$ cat src/rtl/asp_defs.svh
`ifndef ASP_DEFS_SVH
`define ASP_DEFS_SVH

// ----------------------------------------------------------------------
// Frame layout
// ----------------------------------------------------------------------
`define ASP_FRAME_BITS    16
`define ASP_CMD_MSB       15
`define ASP_CMD_LSB       13
`define ASP_ADDR_MSB      12
`define ASP_ADDR_LSB      8
`define ASP_DATA_MSB      7
`define ASP_CMD_READ      3'h2
`define ASP_CMD_WRITE     3'h4

// ----------------------------------------------------------------------
// Configuration words
// ----------------------------------------------------------------------
`define ASP_REG_ZERO_LO   5'h00
`define ASP_REG_ZERO_HI   5'h01
`define ASP_REG_THRESH    5'h06
`define ASP_REG_ROT       5'h09
`define ASP_ROT_BIT       7
`define ASP_REG_RESET     8'h00
`define ASP_THRESH_RESET  8'h1c

// ----------------------------------------------------------------------
// Timing
// ----------------------------------------------------------------------
`define ASP_CLK_PERIOD_PS 5000
`define ASP_SCLK_MAX_MHZ  25
`define ASP_SCLK_HALF_CYC ((1000000 / (2 * `ASP_SCLK_MAX_MHZ)) / `ASP_CLK_PERIOD_PS)
`define ASP_REFRESH_NS    1000
`define ASP_REFRESH_CYC   ((`ASP_REFRESH_NS * 1000) / `ASP_CLK_PERIOD_PS)
`define ASP_MEM_WAIT_MS   20
`define ASP_MEM_WAIT_CYC  ((`ASP_MEM_WAIT_MS * 1000000) / (`ASP_CLK_PERIOD_PS / 1000))

`endif

$ cat src/rtl/asp_pkg.sv
package asp_pkg;

  typedef enum logic [2:0] {
    st_boot,
    st_ld_zlo,
    st_ld_zhi,
    st_ld_rot,
    st_idle,
    st_wait
  } asp_nvm_state_type;

endpackage

$ cat src/rtl/asp_nvm.sv
`timescale 1ns/1ps
`include "asp_defs.svh"
module asp_nvm #(
  parameter int DEPTH = 32,
  parameter int WIDTH = 8
) (
  input  wire logic                     clk_in,
  input  wire logic                     nrst_in,
  input  wire logic                     wr_en_in,
  input  wire logic [$clog2(DEPTH)-1:0] wr_addr_in,
  input  wire logic [WIDTH-1:0]         wr_data_in,
  input  wire logic [$clog2(DEPTH)-1:0] rd_addr_in,
  output logic      [WIDTH-1:0]         rd_data_out
);

  // The array has no reset: its content must survive a reset like the
  // non-volatile cells it stands for. The initial load is the factory state.
  logic [WIDTH-1:0] mem [DEPTH];

  generate
    if (DEPTH < 2 || WIDTH != 8) begin : g_bad_size
      $error("asp_nvm needs DEPTH of at least 2 and WIDTH of 8");
    end
  endgenerate

  initial begin
    for (int i = 0; i < DEPTH; i++) begin
      mem[i] = (i == int'(`ASP_REG_THRESH)) ? `ASP_THRESH_RESET : `ASP_REG_RESET;
    end
  end

  always_ff @(posedge clk_in) begin
    if (wr_en_in) begin
      mem[wr_addr_in] <= wr_data_in;
    end
  end

  // Write-first, so a read of the word being committed already sees it.
  always_ff @(posedge clk_in or negedge nrst_in) begin
    if (!nrst_in) begin
      rd_data_out <= '0;
    end else if (wr_en_in && wr_addr_in == rd_addr_in) begin
      rd_data_out <= wr_data_in;
    end else begin
      rd_data_out <= mem[rd_addr_in];
    end
  end

endmodule

$ cat src/rtl/asp_spi_slave.sv
`timescale 1ns/1ps
`include "asp_defs.svh"
// Functional notes
// - Accept clock modes 0 and 3, detecting the idle clock level by itself.
// - Serial clock up to 25 MHz, no lower limit on rate.
// - Sample on rising edge, shift out on falling edge; select idles high.
// - Load a fresh angle into the output buffer every 1 us when not selected.
// - Select falling freezes the buffer and starts shifting; rising releases it.
// - Full angle takes 16 clocks MSB first; fewer clocks give upper bits.
// - Bit positions beyond the angle resolution are sent as zeros.
// - Fast reads return the same angle until a new one is loaded.
// - Register read: frame with 010, 5-bit address, eight zeros, then reply frame.
// - Reply frame of a read carries the 8-bit value in the upper byte.
// - Register write: frame with 100, 5-bit address, 8-bit value, MSB first.
// - Reply frame of a write returns the stored value, which is the old one until the update ends.
// - No wait is imposed after reads; only writes need the update time.
// - Written values are non-volatile and reloaded into working copies at power-up.
// - Word 9 bit 7 high makes counterclockwise the positive angle direction.
// - Serial output is released while not selected; line pulled low outside.
module asp_spi_slave
  import asp_pkg::*;
#(
  parameter int ANGLE_BITS   = 8,
  parameter int MEM_WAIT_CYC = int'(`ASP_MEM_WAIT_CYC)
) (
  input  wire logic        clk_in,
  input  wire logic        nrst_in,
  input  wire logic        sclk_in,
  input  wire logic        cs_n_in,
  input  wire logic        mosi_in,
  input  wire logic [15:0] angle_raw_in,
  output logic             miso_out,
  output logic             miso_oe_out,
  output logic             rot_ccw_out,
  output logic             nvm_busy_out
);

  // ----------------------------------------------------------------------
  // Constants and checks
  // ----------------------------------------------------------------------
  localparam int          REFRESH_CYC = `ASP_REFRESH_CYC;
  localparam int          WAIT_W      = $clog2(MEM_WAIT_CYC + 1);
  localparam logic [15:0] ANGLE_MASK  = ~(16'hffff >> ANGLE_BITS);

  generate
    if (ANGLE_BITS < 1 || ANGLE_BITS > `ASP_FRAME_BITS) begin : g_bad_bits
      $error("ANGLE_BITS must lie between 1 and the frame length");
    end
    if (MEM_WAIT_CYC < 1) begin : g_bad_wait
      $error("MEM_WAIT_CYC must be at least 1");
    end
    // Each serial clock phase must outlast the synchroniser and edge finder.
    if (`ASP_SCLK_HALF_CYC < 3) begin : g_bad_rate
      $error("System clock too slow for the fastest serial clock");
    end
  endgenerate

  function automatic logic addr_is(input logic [4:0] a, input logic [4:0] b);
    return a == b;
  endfunction

  // ----------------------------------------------------------------------
  // Pin synchronisation and edge finding
  // ----------------------------------------------------------------------
  logic [2:0] pins_s;
  logic       sclk_s;
  logic       cs_s;
  logic       mosi_s;
  logic       sclk_prev_q;
  logic       cs_prev_q;
  logic       sclk_rise;
  logic       sclk_fall;
  logic       cs_fall;
  logic       cs_rise;

  // Each stage resets to its pin's idle level with the clock low, so reset release shows no edge in mode 0.
  asp_sync #(.WIDTH(3), .RESET_VAL(3'b010)) u_sync (
    .clk_in   (clk_in),
    .nrst_in  (nrst_in),
    .async_in ({sclk_in, cs_n_in, mosi_in}),
    .sync_out (pins_s)
  );

  assign sclk_s    = pins_s[2];
  assign cs_s      = pins_s[1];
  assign mosi_s    = pins_s[0];
  assign sclk_rise = sclk_s & ~sclk_prev_q;
  assign sclk_fall = ~sclk_s & sclk_prev_q;
  assign cs_fall   = ~cs_s & cs_prev_q;
  assign cs_rise   = cs_s & ~cs_prev_q;

  // Select resets high so reset release shows no select rise; a pin held low then starts a frame.
  always_ff @(posedge clk_in or negedge nrst_in) begin
    if (!nrst_in) begin
      sclk_prev_q <= 1'b0;
      cs_prev_q   <= 1'b1;
    end else begin
      sclk_prev_q <= sclk_s;
      cs_prev_q   <= cs_s;
    end
  end

  // ----------------------------------------------------------------------
  // Working configuration and memory control
  // ----------------------------------------------------------------------
  asp_nvm_state_type  state_q;
  logic [WAIT_W-1:0]  wait_cnt_q;
  logic [4:0]         wr_addr_q;
  logic [7:0]         wr_data_q;
  logic [4:0]         rd_addr_q;
  logic [4:0]         mem_raddr;
  logic [7:0]         mem_rdata;
  logic               nvm_we;
  logic [15:0]        zero_q;
  logic               rot_q;
  logic               frame_ok;
  logic [2:0]         cmd;
  logic [15:0]        rx_q;

  assign cmd          = rx_q[`ASP_CMD_MSB:`ASP_CMD_LSB];
  assign nvm_we       = state_q == st_wait && wait_cnt_q == WAIT_W'(MEM_WAIT_CYC - 1);
  assign rot_ccw_out  = rot_q;
  assign nvm_busy_out = state_q == st_wait;

  always_comb begin
    case (state_q)
      st_boot:   mem_raddr = `ASP_REG_ZERO_LO;
      st_ld_zlo: mem_raddr = `ASP_REG_ZERO_HI;
      st_ld_zhi: mem_raddr = `ASP_REG_ROT;
      default:   mem_raddr = rd_addr_q;
    endcase
  end

  asp_nvm #(.DEPTH(32), .WIDTH(8)) u_nvm (
    .clk_in      (clk_in),
    .nrst_in     (nrst_in),
    .wr_en_in    (nvm_we),
    .wr_addr_in  (wr_addr_q),
    .wr_data_in  (wr_data_q),
    .rd_addr_in  (mem_raddr),
    .rd_data_out (mem_rdata)
  );

  // A write frame starts the update; a second write during it is dropped.
  always_ff @(posedge clk_in or negedge nrst_in) begin
    if (!nrst_in) begin
      state_q    <= st_boot;
      wait_cnt_q <= '0;
      wr_addr_q  <= '0;
      wr_data_q  <= '0;
    end else begin
      case (state_q)
        st_boot:   state_q <= st_ld_zlo;
        st_ld_zlo: state_q <= st_ld_zhi;
        st_ld_zhi: state_q <= st_ld_rot;
        st_ld_rot: state_q <= st_idle;
        st_idle: begin
          if (cs_rise && frame_ok && cmd == `ASP_CMD_WRITE) begin
            state_q    <= st_wait;
            wait_cnt_q <= '0;
            wr_addr_q  <= rx_q[`ASP_ADDR_MSB:`ASP_ADDR_LSB];
            wr_data_q  <= rx_q[`ASP_DATA_MSB:0];
          end
        end
        st_wait: begin
          if (nvm_we) begin
            state_q <= st_idle;
          end else begin
            wait_cnt_q <= WAIT_W'(wait_cnt_q + 1'b1);
          end
        end
        default: state_q <= st_idle;
      endcase
    end
  end

  // Working copies are filled from memory after each reset and follow commits.
  always_ff @(posedge clk_in or negedge nrst_in) begin
    if (!nrst_in) begin
      zero_q <= '0;
      rot_q  <= 1'b0;
    end else if (state_q == st_ld_zlo) begin
      zero_q[7:0] <= mem_rdata;
    end else if (state_q == st_ld_zhi) begin
      zero_q[15:8] <= mem_rdata;
    end else if (state_q == st_ld_rot) begin
      rot_q <= mem_rdata[`ASP_ROT_BIT];
    end else if (nvm_we) begin
      if (addr_is(wr_addr_q, `ASP_REG_ZERO_LO)) begin
        zero_q[7:0] <= wr_data_q;
      end else if (addr_is(wr_addr_q, `ASP_REG_ZERO_HI)) begin
        zero_q[15:8] <= wr_data_q;
      end else if (addr_is(wr_addr_q, `ASP_REG_ROT)) begin
        rot_q <= wr_data_q[`ASP_ROT_BIT];
      end
    end
  end

  // ----------------------------------------------------------------------
  // Angle buffer
  // ----------------------------------------------------------------------
  logic [$clog2(REFRESH_CYC)-1:0] ref_cnt_q;
  logic                           ref_tick;
  logic [15:0]                    angle_sum;
  logic [15:0]                    angle_next;
  logic [15:0]                    abuf_q;

  assign ref_tick  = ref_cnt_q == ($clog2(REFRESH_CYC))'(REFRESH_CYC - 1);
  assign angle_sum = 16'(angle_raw_in + zero_q);

  always_comb begin
    angle_next = rot_q ? 16'(16'h0000 - angle_sum) : angle_sum;
    angle_next = angle_next & ANGLE_MASK;
  end

  always_ff @(posedge clk_in or negedge nrst_in) begin
    if (!nrst_in) begin
      ref_cnt_q <= '0;
    end else if (ref_tick) begin
      ref_cnt_q <= '0;
    end else begin
      ref_cnt_q <= ($clog2(REFRESH_CYC))'(ref_cnt_q + 1'b1);
    end
  end

  // A read holds the buffer until select rises again.
  always_ff @(posedge clk_in or negedge nrst_in) begin
    if (!nrst_in) begin
      abuf_q <= '0;
    end else if (ref_tick && cs_s) begin
      abuf_q <= angle_next;
    end
  end

  // ----------------------------------------------------------------------
  // Serial shifter
  // ----------------------------------------------------------------------
  logic [4:0]  bit_cnt_q;
  logic [15:0] tx_q;
  logic        skip_fall_q;
  logic        pend_q;
  logic        oe_q;

  assign frame_ok    = bit_cnt_q == 5'(`ASP_FRAME_BITS);
  assign miso_out    = tx_q[15];
  assign miso_oe_out = oe_q;

  // An idle-high clock at select fall means mode 3: its first falling edge
  // comes before any data and must not shift.
  always_ff @(posedge clk_in or negedge nrst_in) begin
    if (!nrst_in) begin
      skip_fall_q <= 1'b0;
    end else if (cs_fall) begin
      skip_fall_q <= sclk_s;
    end else if (sclk_fall) begin
      skip_fall_q <= 1'b0;
    end
  end

  always_ff @(posedge clk_in or negedge nrst_in) begin
    if (!nrst_in) begin
      bit_cnt_q <= '0;
      rx_q      <= '0;
    end else if (cs_fall) begin
      bit_cnt_q <= '0;
    end else if (sclk_rise && !cs_s) begin
      rx_q <= {rx_q[14:0], mosi_s};
      if (bit_cnt_q != 5'h1f) begin
        bit_cnt_q <= 5'(bit_cnt_q + 1'b1);
      end
    end
  end

  // Output changes only on falling edges; the pin path adds about three
  // system clocks, which the fastest master timing must absorb.
  always_ff @(posedge clk_in or negedge nrst_in) begin
    if (!nrst_in) begin
      tx_q <= '0;
    end else if (cs_fall) begin
      tx_q <= pend_q ? {mem_rdata, 8'h00} : abuf_q;
    end else if (cs_s) begin
      tx_q <= '0;
    end else if (sclk_fall && !skip_fall_q) begin
      tx_q <= {tx_q[14:0], 1'b0};
    end
  end

  // Register replies are served from memory straight away, no wait needed.
  always_ff @(posedge clk_in or negedge nrst_in) begin
    if (!nrst_in) begin
      pend_q    <= 1'b0;
      rd_addr_q <= '0;
    end else if (cs_fall) begin
      pend_q <= 1'b0;
    end else if (cs_rise) begin
      if (frame_ok && (cmd == `ASP_CMD_READ || cmd == `ASP_CMD_WRITE)) begin
        pend_q    <= 1'b1;
        rd_addr_q <= rx_q[`ASP_ADDR_MSB:`ASP_ADDR_LSB];
      end else begin
        pend_q <= 1'b0;
      end
    end
  end

  always_ff @(posedge clk_in or negedge nrst_in) begin
    if (!nrst_in) begin
      oe_q <= 1'b0;
    end else begin
      oe_q <= ~cs_s;
    end
  end
endmodule

$ cat src/rtl/asp_sync.sv
`timescale 1ns/1ps
module asp_sync #(
  parameter int               WIDTH     = 3,
  parameter logic [WIDTH-1:0] RESET_VAL = '0
) (
  input  wire logic             clk_in,
  input  wire logic             nrst_in,
  input  wire logic [WIDTH-1:0] async_in,
  output logic      [WIDTH-1:0] sync_out
);

  logic [WIDTH-1:0] meta_q;

  generate
    if (WIDTH < 1) begin : g_bad_width
      $error("asp_sync needs WIDTH of at least 1");
    end
  endgenerate

  always_ff @(posedge clk_in or negedge nrst_in) begin
    if (!nrst_in) begin
      meta_q   <= RESET_VAL;
      sync_out <= RESET_VAL;
    end else begin
      meta_q   <= async_in;
      sync_out <= meta_q;
    end
  end

endmodule
$ cat config.mk
export PLATFORM = sky130hd
export DESIGN_NAME = asp_spi_slave
export DESIGN_NICKNAME = d
export VERILOG_FILES = /design/src/rtl/asp_pkg.sv /design/src/rtl/asp_nvm.sv /design/src/rtl/asp_spi_slave.sv /design/src/rtl/asp_sync.sv
export VERILOG_INCLUDE_DIRS = /design/src /design/src/rtl
export SDC_FILE = /design/constraint.sdc
export NUM_CORES = 1
export LEC_CHECK = 0
export BUFFER_PORTS_ARGS = -buffer_cell sky130_fd_sc_hd__buf_4
export CORE_ASPECT_RATIO = 1.5
export CORE_MARGIN = 2
export CORE_UTILIZATION = 44
export DETAILED_ROUTE_END_ITERATION = 10
export PLACE_DENSITY = 0.55
export SLEW_MARGIN = 20
export SYNTH_ARGS = -nofsm -noshare
export SYNTH_HDL_FRONTEND = slang
export SYNTH_SLANG_ARGS = --single-unit
$ cat constraint.sdc
create_clock -name clk_in -period 7.2 [get_ports clk_in]
set_clock_uncertainty 0.1 [all_clocks]
set_input_delay 1.08 -clock clk_in [delete_from_list [all_inputs] [get_ports clk_in]]
set_output_delay 1.08 -clock clk_in [all_outputs]
set_load 0.1 [all_outputs]
==> out/qor.txt <==
status = finished, final reports clean
initial antenna violation count = 0
clk root buf = clkbuf_16
GP Congestion = 0.801
CP Capture Type = register
Setup Crit Path Kind = register to register
final hold vios = 0
R2R Setup Slk = 3280 ps
Antenna diodes = 0
# setup viols final = 0
number of nets in the layout = 1175
Final min period = 3920 ps
leakage power = 7.30 nW
Mapped Area = 16300 µm²
Worst VDD drop = 0.000131 V
worst hold margin = 250 ps
RSZ-0062 raised after global routing = false
cts hold-fix bufs = 0
Worst Tran Pin Value = 1040 ps
placed cell count = 1575
Power, Total = 4.32 mW
Post-DRT Antenna Nets = 0
total of max-cap violations = 0
Async S/R FF share, synth = 32.6%
post-synthesis sequential area ratio = 66.1%
Slew HR = 30.9%
Area Growth Syn to Fin = 11.8%
port bufs = 24
row count = 86
Slew Viols, Final = 0
H-Tree Depth = 2
postcts setup bufs = 0
Final Non-Filler Cells = 1644
# DRC = 0
syn_nets = 1141
cell area after layout = 18300 µm²
via count = 8945
Util after Layout = 49.7%
Syn Area/Cell = 14.9 µm²
Hold Path Class = register to register
Total GRT Usage = 18.9%
Reg clk slew, reported paths = 60 ps
CP max FO = 37
Initial Util = 44.5%
vias per inst = 5.44
vias in the first global route = 9389
Max Buffers Root-to-Sink = 3
die width = 161 µm
crit start category = register
CTS Sinks = 380
Yosys reg bits = 380
first-pass GRT wire length = 55200 µm
Die Ht = 240 µm
core area = 36700 µm²
dpl hpwl = 22100 µm
Post-Route WL = 35200 µm
ys flop type = edfxtp_1
Mapped Cells = 1097
CTS buffer count = 38
Critical Path RT = 7510 ps
Ports = 25
placed cell areas = 17100 µm²
WL per Instance = 21.4 µm
Worst Slack Setup Final = 3280 ps
maximum clock frequency = 0.255 GHz
period utilization = 54.4%
CTS tree = yes
setup_tns = 0 ps
unique cell type count in the Yosys netlist = 64
P per Cell Area = 237 nW/µm²
Yosys Warn Count = 0
Post-synth EDFFs = 256
largest net degree at the start of global routing = 73
DR iter-0 viols = 525
fraction of layout cells with a size suffix above 1 = 17.8%
Die Area = 38700 µm²
total gr overflow = 0
worst skew pair latency = 540 ps
Post-Place Worst Slack = 2790 ps
drt first pass iters = 5
Filler cells = 3135
Post-CTS Resized = 0
Worst Path Arrival = 4230 ps
## critical path, cell delays in order (launching register included)
cell	delay (ps)
dfrtp_1	470
nor2_1	340
o2bb2ai_4	150
buf_4	420
buf_4	690
mux4_2	600
nor2_1	160
nor2_1	70
o21ai_0	330
mux2i_1	160
mux2_2	290
## final timing paths
kind,to,depth (start not counted),start
worst max-delay path,u_nvm.rd_data_out[5],10,state_q[2]
worst min-delay path,u_sync.sync_out[2],0,u_sync.meta_q[2]
worst max register to register,u_nvm.rd_data_out[5],10,state_q[2]
worst min register to register,u_sync.sync_out[2],0,u_sync.meta_q[2]
max in group asynchronous,wr_data_q[6],2,nrst_in
min in group asynchronous,u_sync.meta_q[0],1,nrst_in
## per-layer routing
| layer | up-vias | wire (µm) | global-route usage [%] |
|---|---|---|---|
| met1 | 4512 | 14400 | 23.4 |
| li1 | 4190 | - | - |
| met5 | - | 0 | 0 |
| met3 | 70 | 1320 | 2.73 |
| met4 | 0 | 1310 | 7.55 |
| met2 | 173 | 18100 | 33.3 |
## flip-flops by register name, summed over array words and instances, names as in the netlist, 5 cells and up
| name | cells |
|---|---|
| abuf_q | 8 |
| rx_q | 16 |
| wr_data_q | 8 |
| bit_cnt_q | 5 |
| zero_q | 16 |
| ref_cnt_q | 8 |
| u_nvm.rd_data_out | 8 |
| wait_cnt_q | 22 |
| rd_addr_q | 5 |
| tx_q | 8 |
| u_nvm.mem | 256 |
| wr_addr_q | 5 |
## layout make-up
cell class	instances	area (µm²)	area share, %
Tap cell	484	606	3.32
Multi-Input combinational cell	659	5340	29.3
Inverter	10	37.5	0.206
Clock inverter	17	123	0.672
Sequential cell	380	10800	59.2
Clock buffer	52	1030	5.66
Timing Repair Buffer	42	315	1.73
## cell usage after synthesis, drive strengths merged (3+ instances only)
| master | n | area, µm² |
|---|---|---|
| a211oi | 5 | 37.5 |
| a21o | 4 | 30.0 |
| a21oi | 33 | 165 |
| a31oi | 3 | 33.8 |
| and2 | 5 | 31.3 |
| and3 | 7 | 43.8 |
| buf | 19 | 90.1 |
| clkbuf | 29 | 109 |
| dfrtp | 121 | 3030 |
| dfstp | 3 | 78.8 |
| edfxtp | 256 | 7690 |
| ha | 22 | 275 |
| inv | 9 | 33.8 |
| mux2 | 42 | 473 |
| mux2i | 72 | 721 |
| mux4 | 57 | 1280 |
| nand2 | 91 | 342 |
| nand3 | 19 | 95.1 |
| nand3b | 5 | 37.5 |
| nand4 | 9 | 56.3 |
| nor2 | 119 | 454 |
| nor3 | 10 | 50.1 |
| nor4b | 3 | 26.3 |
| o211ai | 4 | 30.0 |
| o21a | 5 | 37.5 |
| o21ai | 41 | 205 |
| o22ai | 8 | 50.1 |
| or3 | 8 | 50.1 |
| or3b | 3 | 26.3 |
| xnor2 | 20 | 175 |
| xor2 | 28 | 253 |
## cells in the final DEF (no fill, tap or decap), drive strengths merged, types with 28 or more instances in the layout
master	count
nand2	91
edfxtp	256
clkbuf	52
mux2i	72
o21ai	41
buf	42
dfrtp	121
nor2	119
a21oi	33
xor2	28
mux4	57
mux2	42
## where the power goes
group          switching (mW)  internal [mW]
logic                  0.0584         0.0464
clock network           0.812           1.05
registers              0.0181           2.34
total                   0.888           3.43
## cells by family (layout without fill, tap and decap cells)
family                   after synthesis  after routing  synth area share, %
AO/OA/AOI/OAI                        123            123                 4.73
XOR/XNOR                              48             48                 2.62
adder cells (fa/ha/maj)               23             23                 1.81
buffers and inverters                 58            121                 1.45
flip-flops                           380            380                 66.1
multiplexers                         171            171                 15.2
AND/OR/NAND/NOR                      294            294                 8.12
(Power assumes the default switching activity.)
